**src/verilog/mtu_pkg.sv**
```systemverilog
// constants and carrier types for the serial port block
// assumes a 200 MHz system clock and an 8-bit host data bus
package mtu_pkg;
  localparam int CLK_HZ = 200_000_000;
  localparam int RATE_SLOW_HZ = 9_600;
  localparam int RATE_MID_HZ = 31_250;
  localparam int RATE_FAST_HZ = 38_400;
  localparam int CNT_W = 15;
  localparam int WORD_W = 8;
  localparam int FIFO_DEPTH = 16;
  localparam int FRAME_LAST = 9;
  // register select on address bit 0
  localparam logic ADDR_CMD_STAT = 1'h0;
  localparam logic ADDR_DATA = 1'h1;
  // command register fields
  localparam int RATE_LSB = 0;
  localparam int TXC_LSB = 5;
  localparam int RX_IRQ_EN_BIT = 7;
  localparam logic [7:0] CMD_RESET = 8'h03;
  localparam logic [1:0] RATE_SLOW = 2'h0;
  localparam logic [1:0] RATE_MID = 2'h1;
  localparam logic [1:0] RATE_FAST = 2'h2;
  localparam logic [1:0] RATE_OFF = 2'h3;
  localparam logic [1:0] TXC_RTS = 2'h0;
  localparam logic [1:0] TXC_RTS_TXI = 2'h1;
  localparam logic [1:0] TXC_NO_RTS = 2'h2;
  localparam logic [1:0] TXC_BREAK = 2'h3;
  // synchroniser reset values: strobes and select idle high
  localparam logic [11:0] HOST_IDLE = 12'hB00;
  localparam logic [1:0] LINE_IDLE = 2'h3;
  localparam logic [7:0] ZERO_BYTE = 8'h00;

  // status register, bit 7 down to bit 0
  typedef struct packed {
    logic irq;
    logic unused6;
    logic overrun_flag;
    logic framing_error_flag;
    logic cts_n;
    logic unused2;
    logic tx_empty_flag;
    logic rx_full_flag;
  } mtu_status_t;

  // one received character with its framing result
  typedef struct packed {
    logic ferr;
    logic [WORD_W-1:0] data;
  } mtu_rx_char_t;

  // host pins after synchronisation
  typedef struct packed {
    logic sel_n;
    logic a0;
    logic rd_n;
    logic wr_n;
    logic [WORD_W-1:0] d;
  } mtu_host_t;
endpackage : mtu_pkg

```
**src/verilog/mtu_uart.sv**
```systemverilog
// serial port for time code messages: host register port, transmit
// queue, transmitter and receiver
// assumes host strobes are asynchronous to CLK_SYS; the data pins are
// joined outside from D_OUT and D_OE

// plain first-in first-out queue with ready/valid on both sides
module mtu_fifo #(
  parameter int WIDTH = 8,
  parameter int DEPTH = 16
) (
  input wire logic clk,
  input wire logic rst_n,
  input wire logic clr,
  input wire logic in_valid,
  output logic in_ready,
  input wire logic [WIDTH-1:0] in_data,
  output logic out_valid,
  input wire logic out_ready,
  output logic [WIDTH-1:0] out_data
);
  localparam int PW = $clog2(DEPTH);
  localparam logic [PW:0] FULL_CNT = (PW + 1)'(DEPTH);
  localparam logic [PW-1:0] LAST_IDX = PW'(DEPTH - 1);

  logic [WIDTH-1:0] mem [DEPTH];
  logic [PW-1:0] wr_q;
  logic [PW-1:0] rd_q;
  logic [PW:0] cnt_q;
  wire push = in_valid & in_ready;
  wire pop = out_valid & out_ready;

  // honest flags from the fill count
  assign in_ready = (cnt_q != FULL_CNT);
  assign out_valid = (cnt_q != '0);
  assign out_data = mem[rd_q];

  // storage has no reset; only the pointers matter
  always_ff @(posedge clk) begin
    if (push) begin
      mem[wr_q] <= in_data;
    end
  end

  // pointers wrap at depth, so depth need not be a power of two
  always_ff @(posedge clk or negedge rst_n) begin
    if (!rst_n) begin
      wr_q <= '0;
      rd_q <= '0;
      cnt_q <= '0;
    end else if (clr) begin
      wr_q <= '0;
      rd_q <= '0;
      cnt_q <= '0;
    end else begin
      if (push) begin
        wr_q <= (wr_q == LAST_IDX) ? '0 : wr_q + 1'b1;
      end
      if (pop) begin
        rd_q <= (rd_q == LAST_IDX) ? '0 : rd_q + 1'b1;
      end
      cnt_q <= cnt_q + (PW + 1)'(push) - (PW + 1)'(pop);
    end
  end
endmodule : mtu_fifo

// Contract
// - select low: address bit 0 low is command/status, high is data; bit 1 ignored.
// - master reset loads the rate field with 11.
// - host writing 11 into the rate field resets the serial port.
// - port stays idle until a valid rate code is written.
// - rate 00, 01, 10 give 9.6, 31.25, 38.4 kHz for both directions.
// - command bits 6:5 steer transmit interrupt, request-to-send and break.
// - command bit 7 enables interrupt on receive full or overrun.
// - status bit 0 sets on received character, clears on data read.
// - status bit 1 clears on data write, sets when character moves onward.
// - status bit 3 mirrors the active-low clear-to-send pin.
// - clear-to-send inactive forces status bit 1 to zero.
// - status bit 4 flags missing first stop bit, kept with its character.
// - status bit 5 sets when a new character overwrites an unread one.
// - reading the data register clears the overrun bit.
// - status bit 7 shows the pending interrupt request.
// - data address writes the transmit buffer and reads the receive buffer.
module mtu_uart
  import mtu_pkg::*;
#(
  parameter logic [CNT_W-1:0] BIT_CYC_SLOW = CNT_W'(CLK_HZ / RATE_SLOW_HZ),
  parameter logic [CNT_W-1:0] BIT_CYC_MID = CNT_W'(CLK_HZ / RATE_MID_HZ),
  parameter logic [CNT_W-1:0] BIT_CYC_FAST = CNT_W'(CLK_HZ / RATE_FAST_HZ)
) (
  input wire logic CLK_SYS,
  input wire logic NRST,
  input wire logic SERIAL_PORT_SELECT_N,
  input wire logic A0,
  input wire logic HOST_RD_N,
  input wire logic HOST_WR_N,
  input wire logic [7:0] D_IN,
  output logic [7:0] D_OUT,
  output logic D_OE,
  output logic IRQ,
  input wire logic RXD,
  output logic TXD,
  input wire logic CTS_N,
  output logic RTS_N
);
  import mtu_pkg::*;

  typedef enum logic [1:0] {RX_IDLE, RX_START, RX_DATA, RX_STOP} mtu_rx_state_t;

  // bit period for the chosen rate
  function automatic logic [CNT_W-1:0] bit_cycles(input logic [1:0] rate);
    case (rate)
      RATE_SLOW: bit_cycles = BIT_CYC_SLOW;
      RATE_MID: bit_cycles = BIT_CYC_MID;
      default: bit_cycles = BIT_CYC_FAST;
    endcase
  endfunction : bit_cycles

  mtu_host_t host_s1_q;
  mtu_host_t host_s2_q;
  logic [1:0] strobe_prev_q;
  logic [1:0] line_s1_q;
  logic [1:0] line_s2_q;
  logic [7:0] cmd_q;
  logic [7:0] d_out_q;
  logic d_oe_q;
  logic irq_q;
  logic txd_q;
  logic rts_n_q;
  logic [7:0] tx_buf_q;
  logic tx_empty_q;
  mtu_rx_char_t rx_buf_q;
  logic rx_full_q;
  logic overrun_q;
  logic tx_busy_q;
  logic [9:0] tx_sh_q;
  logic [3:0] tx_bit_q;
  logic [CNT_W-1:0] tx_cnt_q;
  mtu_rx_state_t rx_st_q;
  logic [7:0] rx_sh_q;
  logic [2:0] rx_bit_q;
  logic [CNT_W-1:0] rx_cnt_q;
  logic [7:0] f_out_data;
  logic f_in_ready;
  logic f_out_valid;

  // host pins and line pins pass two flip-flops before use
  always_ff @(posedge CLK_SYS or negedge NRST) begin
    if (!NRST) begin
      host_s1_q <= HOST_IDLE;
      host_s2_q <= HOST_IDLE;
      line_s1_q <= LINE_IDLE;
      line_s2_q <= LINE_IDLE;
      strobe_prev_q <= LINE_IDLE;
    end else begin
      host_s1_q <= {SERIAL_PORT_SELECT_N, A0, HOST_RD_N, HOST_WR_N, D_IN};
      host_s2_q <= host_s1_q;
      line_s1_q <= {RXD, CTS_N};
      line_s2_q <= line_s1_q;
      strobe_prev_q <= {host_s2_q.rd_n, host_s2_q.wr_n};
    end
  end

  // strobe edges; data and address lag by the same two stages
  wire sel = ~host_s2_q.sel_n;
  wire rd_start = sel & ~host_s2_q.rd_n & strobe_prev_q[1];
  wire rd_end = sel & host_s2_q.rd_n & ~strobe_prev_q[1];
  wire wr_end = sel & host_s2_q.wr_n & ~strobe_prev_q[0];
  wire rd_data_end = rd_end & (host_s2_q.a0 == ADDR_DATA);
  wire wr_cmd = wr_end & (host_s2_q.a0 == ADDR_CMD_STAT);
  wire wr_data = wr_end & (host_s2_q.a0 == ADDR_DATA);
  wire rxd_s = line_s2_q[1];
  wire cts_n_s = line_s2_q[0];

  // command fields
  wire [1:0] rate = cmd_q[RATE_LSB+:2];
  wire [1:0] txc = cmd_q[TXC_LSB+:2];
  wire rx_interrupt_enable = cmd_q[RX_IRQ_EN_BIT];
  wire run = (rate != RATE_OFF);
  wire [CNT_W-1:0] period = bit_cycles(rate);
  wire [CNT_W-1:0] half = {1'b0, period[CNT_W-1:1]};

  // status and interrupt request
  wire tx_empty_eff = tx_empty_q & ~cts_n_s;
  wire rx_irq = rx_interrupt_enable & (rx_full_q | overrun_q);
  wire tx_irq = (txc == TXC_RTS_TXI) & tx_empty_eff;
  wire irq_d = run & (rx_irq | tx_irq);
  mtu_status_t status;
  assign status = '{irq: irq_q, unused6: 1'b0, overrun_flag: overrun_q,
                    framing_error_flag: rx_buf_q.ferr, cts_n: cts_n_s,
                    unused2: 1'b0, tx_empty_flag: tx_empty_eff,
                    rx_full_flag: rx_full_q};

  // host port registers; the data pins are driven only during a read
  always_ff @(posedge CLK_SYS or negedge NRST) begin
    if (!NRST) begin
      cmd_q <= CMD_RESET;
      d_out_q <= ZERO_BYTE;
      d_oe_q <= 1'b0;
      tx_buf_q <= ZERO_BYTE;
    end else begin
      if (wr_cmd) begin
        cmd_q <= host_s2_q.d;
      end
      if (wr_data) begin
        tx_buf_q <= host_s2_q.d;
      end
      if (rd_start) begin
        d_out_q <= (host_s2_q.a0 == ADDR_DATA) ? rx_buf_q.data : status;
      end
      d_oe_q <= sel & ~host_s2_q.rd_n;
    end
  end

  // transmit buffer hands its byte to the queue ahead of the shifter
  wire push = ~tx_empty_q & run;
  wire push_done = push & f_in_ready;
  wire tx_start = ~tx_busy_q & f_out_valid & ~cts_n_s & run & (txc != TXC_BREAK);
  wire tx_tick = tx_busy_q & (tx_cnt_q == '0);

  // the queue only drains while the far end is ready, so it can fill
  // and then hold the buffer flag low
  mtu_fifo #(
    .WIDTH(WORD_W),
    .DEPTH(FIFO_DEPTH)
  ) u_tx_fifo (
    .clk(CLK_SYS),
    .rst_n(NRST),
    .clr(~run),
    .in_valid(push),
    .in_ready(f_in_ready),
    .in_data(tx_buf_q),
    .out_valid(f_out_valid),
    .out_ready(tx_start),
    .out_data(f_out_data)
  );

  // buffer flag: a host write in the same cycle as a hand-over wins
  always_ff @(posedge CLK_SYS or negedge NRST) begin
    if (!NRST) begin
      tx_empty_q <= 1'b1;
    end else if (!run) begin
      tx_empty_q <= 1'b1;
    end else if (wr_data) begin
      tx_empty_q <= 1'b0;
    end else if (push_done) begin
      tx_empty_q <= 1'b1;
    end
  end

  // transmit shifter: start, eight data bits, stop, lsb first
  always_ff @(posedge CLK_SYS or negedge NRST) begin
    if (!NRST) begin
      tx_busy_q <= 1'b0;
      tx_sh_q <= '1;
      tx_bit_q <= '0;
      tx_cnt_q <= '0;
    end else if (!run) begin
      tx_busy_q <= 1'b0;
    end else if (tx_start) begin
      tx_busy_q <= 1'b1;
      tx_sh_q <= {1'b1, f_out_data, 1'b0};
      tx_bit_q <= '0;
      tx_cnt_q <= period - 1'b1;
    end else if (tx_tick) begin
      tx_busy_q <= (tx_bit_q != 4'(FRAME_LAST));
      tx_sh_q <= {1'b1, tx_sh_q[9:1]};
      tx_bit_q <= tx_bit_q + 1'b1;
      tx_cnt_q <= period - 1'b1;
    end else if (tx_busy_q) begin
      tx_cnt_q <= tx_cnt_q - 1'b1;
    end
  end

  // line outputs; break holds the line low and stops new frames
  wire brk = run & (txc == TXC_BREAK);
  wire txd_d = brk ? 1'b0 : (tx_busy_q ? tx_sh_q[0] : 1'b1);
  wire rts_n_d = ~run | (txc == TXC_NO_RTS);

  always_ff @(posedge CLK_SYS or negedge NRST) begin
    if (!NRST) begin
      txd_q <= 1'b1;
      rts_n_q <= 1'b1;
      irq_q <= 1'b0;
    end else begin
      txd_q <= txd_d;
      rts_n_q <= rts_n_d;
      irq_q <= irq_d;
    end
  end

  // receiver samples mid-bit; a start that vanishes at mid-bit is noise
  wire rx_tick = (rx_cnt_q == '0);
  wire rx_done = (rx_st_q == RX_STOP) & rx_tick;

  always_ff @(posedge CLK_SYS or negedge NRST) begin
    if (!NRST) begin
      rx_st_q <= RX_IDLE;
      rx_sh_q <= ZERO_BYTE;
      rx_bit_q <= '0;
      rx_cnt_q <= '0;
    end else if (!run) begin
      rx_st_q <= RX_IDLE;
    end else begin
      rx_cnt_q <= rx_tick ? period - 1'b1 : rx_cnt_q - 1'b1;
      case (rx_st_q)
        RX_IDLE: begin
          rx_cnt_q <= half;
          if (!rxd_s) begin
            rx_st_q <= RX_START;
          end
        end
        RX_START: begin
          if (rx_tick) begin
            rx_st_q <= rxd_s ? RX_IDLE : RX_DATA;
            rx_bit_q <= '0;
          end
        end
        RX_DATA: begin
          if (rx_tick) begin
            rx_sh_q <= {rxd_s, rx_sh_q[7:1]};
            rx_bit_q <= rx_bit_q + 1'b1;
            if (rx_bit_q == 3'h7) begin
              rx_st_q <= RX_STOP;
            end
          end
        end
        RX_STOP: begin
          if (rx_tick) begin
            rx_st_q <= RX_IDLE;
          end
        end
        default: rx_st_q <= RX_IDLE;
      endcase
    end
  end

  // receive buffer and flags; a new character beats a same-cycle read
  always_ff @(posedge CLK_SYS or negedge NRST) begin
    if (!NRST) begin
      rx_buf_q <= '0;
      rx_full_q <= 1'b0;
      overrun_q <= 1'b0;
    end else if (!run) begin
      rx_buf_q <= '0;
      rx_full_q <= 1'b0;
      overrun_q <= 1'b0;
    end else begin
      if (rx_done) begin
        rx_buf_q <= '{ferr: ~rxd_s, data: rx_sh_q};
      end
      rx_full_q <= rx_done | (rx_full_q & ~rd_data_end);
      overrun_q <= (rx_done & rx_full_q & ~rd_data_end) | (overrun_q & ~rd_data_end);
    end
  end

  assign D_OUT = d_out_q;
  assign D_OE = d_oe_q;
  assign IRQ = irq_q;
  assign TXD = txd_q;
  assign RTS_N = rts_n_q;
endmodule : mtu_uart

```
**config.mk**
```make
export PLATFORM = sky130hd
export DESIGN_NAME = mtu_uart
export DESIGN_NICKNAME = d
export VERILOG_FILES = /design/src/verilog/mtu_pkg.sv /design/src/verilog/mtu_uart.sv
export SDC_FILE = /design/constraint.sdc
export NUM_CORES = 1
export LEC_CHECK = 0
export BUFFER_PORTS_ARGS = -buffer_cell sky130_fd_sc_hd__buf_2
export CORE_ASPECT_RATIO = 1.25
export CORE_MARGIN = 1
export CORE_UTILIZATION = 50
export CTS_CLUSTER_SIZE = 20
export DETAILED_ROUTE_END_ITERATION = 10
export GPL_ROUTABILITY_DRIVEN = 0
export MAX_ROUTING_LAYER = met4
export PLACE_DENSITY = 0.64
export SLEW_MARGIN = 20
export SYNTH_ARGS = -nofsm -noshare
export SYNTH_HDL_FRONTEND = slang
export SYNTH_SLANG_ARGS = --single-unit
```
**constraint.sdc**
```tcl
create_clock -name CLK_SYS -period 3.9 [get_ports CLK_SYS]
set_clock_uncertainty 0.05 [all_clocks]
set_input_delay 0.195 -clock CLK_SYS [delete_from_list [all_inputs] [get_ports CLK_SYS]]
set_output_delay 0.195 -clock CLK_SYS [all_outputs]
set_load 0.01 [all_outputs]
```
* Yosys cells after proc, flatten, opt, wreduce, memory -nomap -nowiden
Memories as Yosys holds them, arrays and structs flattened. Cells that the tools add are included. Widths: inputs -> output; s select.
Cells by class: muxes and demuxes 43, reduce and logical (&&, ||, !) cells 13, add/subtract/negate cells 9, bitwise logic cells 43, equal/unequal tests 26
Operators by type and width (number):
- $mux 15 | 5
- $sub 15x1->15 const B | 3
- $mux 4 | 8
- $logic_not 15->1 | 2
- $pmux 15 s2 | 1
- $and 1x1->1 | 27
- $mux 10 | 2
- $mux 9 | 2
- $ne 3x3->1 const B | 5
- $mux 2 | 7
- $add 4x1->4 const B | 3
- $mux 1 | 12
- $not 1->1 | 11
- $eq 2x2->1 const B | 4
- $eq 4x4->1 const B | 2
- $mux 8 | 1
- $ne 2x2->1 const B | 4
- $pmux 2 s4 | 1
- $eq 2x1->1 const B | 3
- $mux 3 | 2
- $ne 2x1->1 const B | 3
- $pmux 3 s2 | 1
- $add 5x1->5 | 1
- $mux 5 | 1
- other kinds (16) | 23
Word-level totals: flip-flop bits (word level) 141, memories kept 1, RAM bits 128, output and inout port bits 12
Memory list:
- u_tx_fifo.mem | depth 16, width 8, rd ports 1, clocked after memory_dff 0, write ports 1, line mtu_uart.sv:25 | logic [WIDTH-1:0] mem [DEPTH];

* Logic depth before layout (Yosys ltp)
depth in word-level cells 8, depth in mapped cells 17

* By module
A second synthesis with hierarchy kept.
Unflattened totals: cell total of the unflattened synthesis 877, area total of the unflattened synthesis 11604.9 um2
Modules (own cells, without submodules):
- mtu_fifo | times used 1, cells each 337, area each 5914.4 um2
- mtu_uart | times used 1, cells each 540, area each 5690.5 um2

* Worst setup path before layout
Ideal clock, no wire load.
path kind register to register, start register u_tx_fifo.cnt_q[3], end register u_tx_fifo.cnt_q[4], setup time 0.078 ns, period minus slack after synthesis 3.078 ns, cell stages (with the launch flop) 18, data arrival time 2.950 ns, slack 0.822 ns, cell sequence dfrtp_1 inv_1 ha_1 or4b_1 and2_1 nand2_1 inv_2 clkbuf_1 ha_1 inv_1 ha_1 inv_1 fa_1 inv_1 a21oi_1 nor2_1 or3_1 a21oi_1
Between the ends: cells in the longest elaborated chain, start to end 8, elaborated cells between the ends (all ways) 11, classes of those cells add/sub: 2; eq/ne: 1; mux: 1; bitwise: 6; reduce/logical: 1
RTL lines:
- start: declaration | line mtu_uart.sv:28 | logic [PW:0] cnt_q;
- start signal: assignment | line mtu_uart.sv:61 | cnt_q <= cnt_q + (PW + 1)'(push) - (PW + 1)'(pop);
- branches (longest 6 deep; another with $add 5x1->5)
- $sub 5x1->5 (*) | line mtu_uart.sv:61
- $mux 5 (*) | line mtu_uart.sv:50 | end else if (clr) begin
Mark *: on every way between the ends. A chain may end at the register's enable or synchronous reset.

* Worst setup path in the final report
Ends and elaborated chain as after synthesis.

==> impl_metrics.ini <==
[run_status]
status = completed

[logic_synthesis]
avgSynthCellArea_um2 = 13.37
synthArstFlopShare_pct = 51.70
yosysWarningCount = 0
synthCells = 847
synth_top_cell_area_share_pct = 33.94
syn_nets = 881
netlist_area_mm2 = 0.01132
synth_edf_count = 128
synth.area.top_cells = edfxtp_1, dfrtp_1, dfstp_2
ys_types = 78
synth_seq_area_share_pct = 64.51
synthFlopType = edfxtp_1
synth_top_cell_by_area = edfxtp_1
yosys_register_bits = 265

[drt]
drt-initial-drc-count = 451
via_per_inst = 5.939
via_count = 7050
ant_nets = 0
route.detailed.drc = 0
wirelength_um = 23500
wl_per_cell_um = 19.80
first_pass_iters = 5

[sta]
rsz0062_at_grt = no
tightest_slew_ns = 0.9258
min_period_over_period_pct = 83.81
max_freq_mhz = 305.9
finalSetupViolCount = 0
slew_viol_final = 0
min_period_ns = 3.269
maxSlewHeadroom_pct = 38.05
final.setup.tns_ns = 0
hold_viol_final = 0

[grt]
grt_antenna_before_repair = 0
groute.usage.overall_pct = 21.93
grt_max_degree = 112
grt_pass1_wl_um = 38260
overflow = 0
grt_pass1_vias = 7197

[clock_network]
cts.path.max_buffers = 3
cts_hold_buf = 15
cts.clk_slew.worst_paths_ns = 0.06
cts-buffers-inserted = 25
cts_setup_buffers = 0
post_cts_resize_count = 0
cts_root_buf = clkbuf_16
cts_max_level = 1
clock_latency_ns = 0.54
tritoncts = done
cts.sinks = 265

[pwr]
p_per_area_mw_per_mm2 = 661.0
p_leak_uw = 0.004902
ir_drop_mv = 0.5418

[cells_and_area]
antennaDiodeCount = 0
n_fill_cell = 1737
final_core_util_pct = 57.75
area_growth_syn_to_layout_pct = 13.27
seq_area_mm2 = 0.007306
multi_input_area_mm2 = 0.003735
final_nets = 919
drive_above_1_share_pct = 19.25

[floorplan]
die_w_um = 136.6
rows = 61
dieArea_mm2 = 0.02326
ioPinCount = 28
start_util_pct = 50.98
core_mm2 = 0.02221
die_h_um = 170.3

[setup_path]
cp.required_ns = 4.30
start_kind = flip-flop
cp_max_fo = 26
crit_type = flip-flop to flip-flop
crit_path_end_kind = flip-flop
worstPathArrival_ns = 3.67

[hold_path]
hp-class = primary input to flip-flop

[run]
maxCapViolations = 0

[place]
dpl.hpwl_um = 15290
portBuffers = 27
==> cells by family after synthesis <==
group / count (synthesis) / synth area share [%]
AO/OA/AOI/OAI: 177 / 10.31
adder cells (fa/ha/maj): 19 / 2.144
XOR/XNOR: 6 / 0.4641
buffers and inverters: 72 / 2.641
AND/OR/NAND/NOR: 224 / 10.11
multiplexers: 84 / 9.823
flip-flops: 265 / 64.51
==> layout by cell type (no fill, tap or decap), types with 5 or more instances in the layout <==
cell	netlist	layout
edfxtp_1	128	128
dfrtp_1	111	110
nor2_1	66	66
nand2_1	64	64
a21oi_1	46	46
mux2i_1	38	38
o21ai_0	38	38
mux2_2	27	27
dfstp_2	26	26
inv_1	26	26
buf_2	14	26
clkbuf_16	0	25
mux4_2	19	19
a221oi_1	17	17
nand3_1	17	17
ha_1	17	17
nor3_1	15	15
dlygate4sd3_1	0	15
buf_4	1	13
a31oi_1	10	10
a22oi_1	9	9
clkbuf_8	0	9
o21bai_1	7	7
or3_1	7	7
nand2b_1	6	6
and2_1	5	5
or4_1	5	5
o31ai_1	5	5
bufinv_16	0	5
==> cells in the mapped netlist (all sizes together), types with 9 or more instances <==
master  instances
nand3          18
dfrtp         111
mux4           19
nand2          64
edfxtp        128
a31oi          10
a221oi         17
mux2i          38
a22oi           9
nor3           18
nor2           66
ha             17
a21oi          48
mux2           27
inv            27
buf            19
o21ai          40
dfstp          26
clkbuf         25
==> path summary, 6_finish.rpt <==
check,start,to,slack [ns],depth (start not counted)
max in group asynchronous,NRST,strobe_prev_q[0]$_DFF_PN1_,2.56,3
worst max register to register,u_tx_fifo.cnt_q[3]$_DFF_PN0_,u_tx_fifo.cnt_q[4]$_DFF_PN0_,0.63,16
worst min register to register,host_s1_q[1]$_DFF_PN0_,host_s2_q[1]$_DFF_PN0_,0.30,0
worst min-delay path,D_IN[6],host_s1_q[6]$_DFF_PN0_,0.24,2
worst max-delay path,u_tx_fifo.cnt_q[3]$_DFF_PN0_,u_tx_fifo.cnt_q[4]$_DFF_PN0_,0.63,16
min in group asynchronous,NRST,rx_bit_q[0]$_DFFE_PN0P_,0.31,2
==> state kept, by name (all words and copies together) (netlist names), 9 cells and up <==
signal and count:
rx_buf_q 9, host_s2_q 12, tx_cnt_q 15, rx_cnt_q 15
u_tx_fifo.mem 128, host_s1_q 12, tx_sh_q 9
==> stage by stage <==
stage	std cells	instance area [um2]	hold WS, ns	total power, uW	worst slack [ns]
3_3_place_gp	1126	11730	0.2529	5708	0.7648
6_report	1187	12830	0.2402	8478	0.6314
3_5_place_dp	1126	11740	0.2526	5818	0.6412
4_1_cts	1187	12820	0.2234	8530	0.6333
2_1_floorplan	847	11320	-0.1506	5226	0.8215
5_1_grt	1187	12830	0.2362	8897	0.4186
==> layer usage <==
layer | part of all wire [%] | track usage (%)
met1 | 42 | 27.42
met2 | 51 | 36.86
met5 | 0 | -
met4 | 2.7 | 7.536
met3 | 3.9 | 2.621
==> power by group <==
part	leakage, uW	switching, uW	internal (uW)	total, uW
Combinational	0.00162	1120	891	2010
Sequential	0.00282	403	3370	3770
Clock	0.000460	1020	1670	2690
==> layout make-up <==
| type | instances | share of cell area (%) |
|---|---|---|
| multi-input cells | 510 | 29.12 |
| well taps | 283 | 2.761 |
| clock inverters | 9 | 1.434 |
| repair buffers | 55 | 3.053 |
| inverters | 28 | 0.8194 |
| flip-flops and latches | 265 | 56.96 |
| clock buffers | 37 | 5.853 |
==> critical path, stage by stage, from the launching register on <==
cell     delay (ns)
dfrtp_1        0.40
inv_1          0.09
ha_1           0.15
or4b_1         0.41
and2_1         0.17
nand2_1        0.16
inv_2          0.20
ha_1           0.33
inv_1          0.04
ha_1           0.20
inv_1          0.08
fa_1           0.20
inv_1          0.05
a21oi_1        0.13
nor2_1         0.06
or3_1          0.33
a21oi_1        0.14
(Power assumes the default switching activity.)
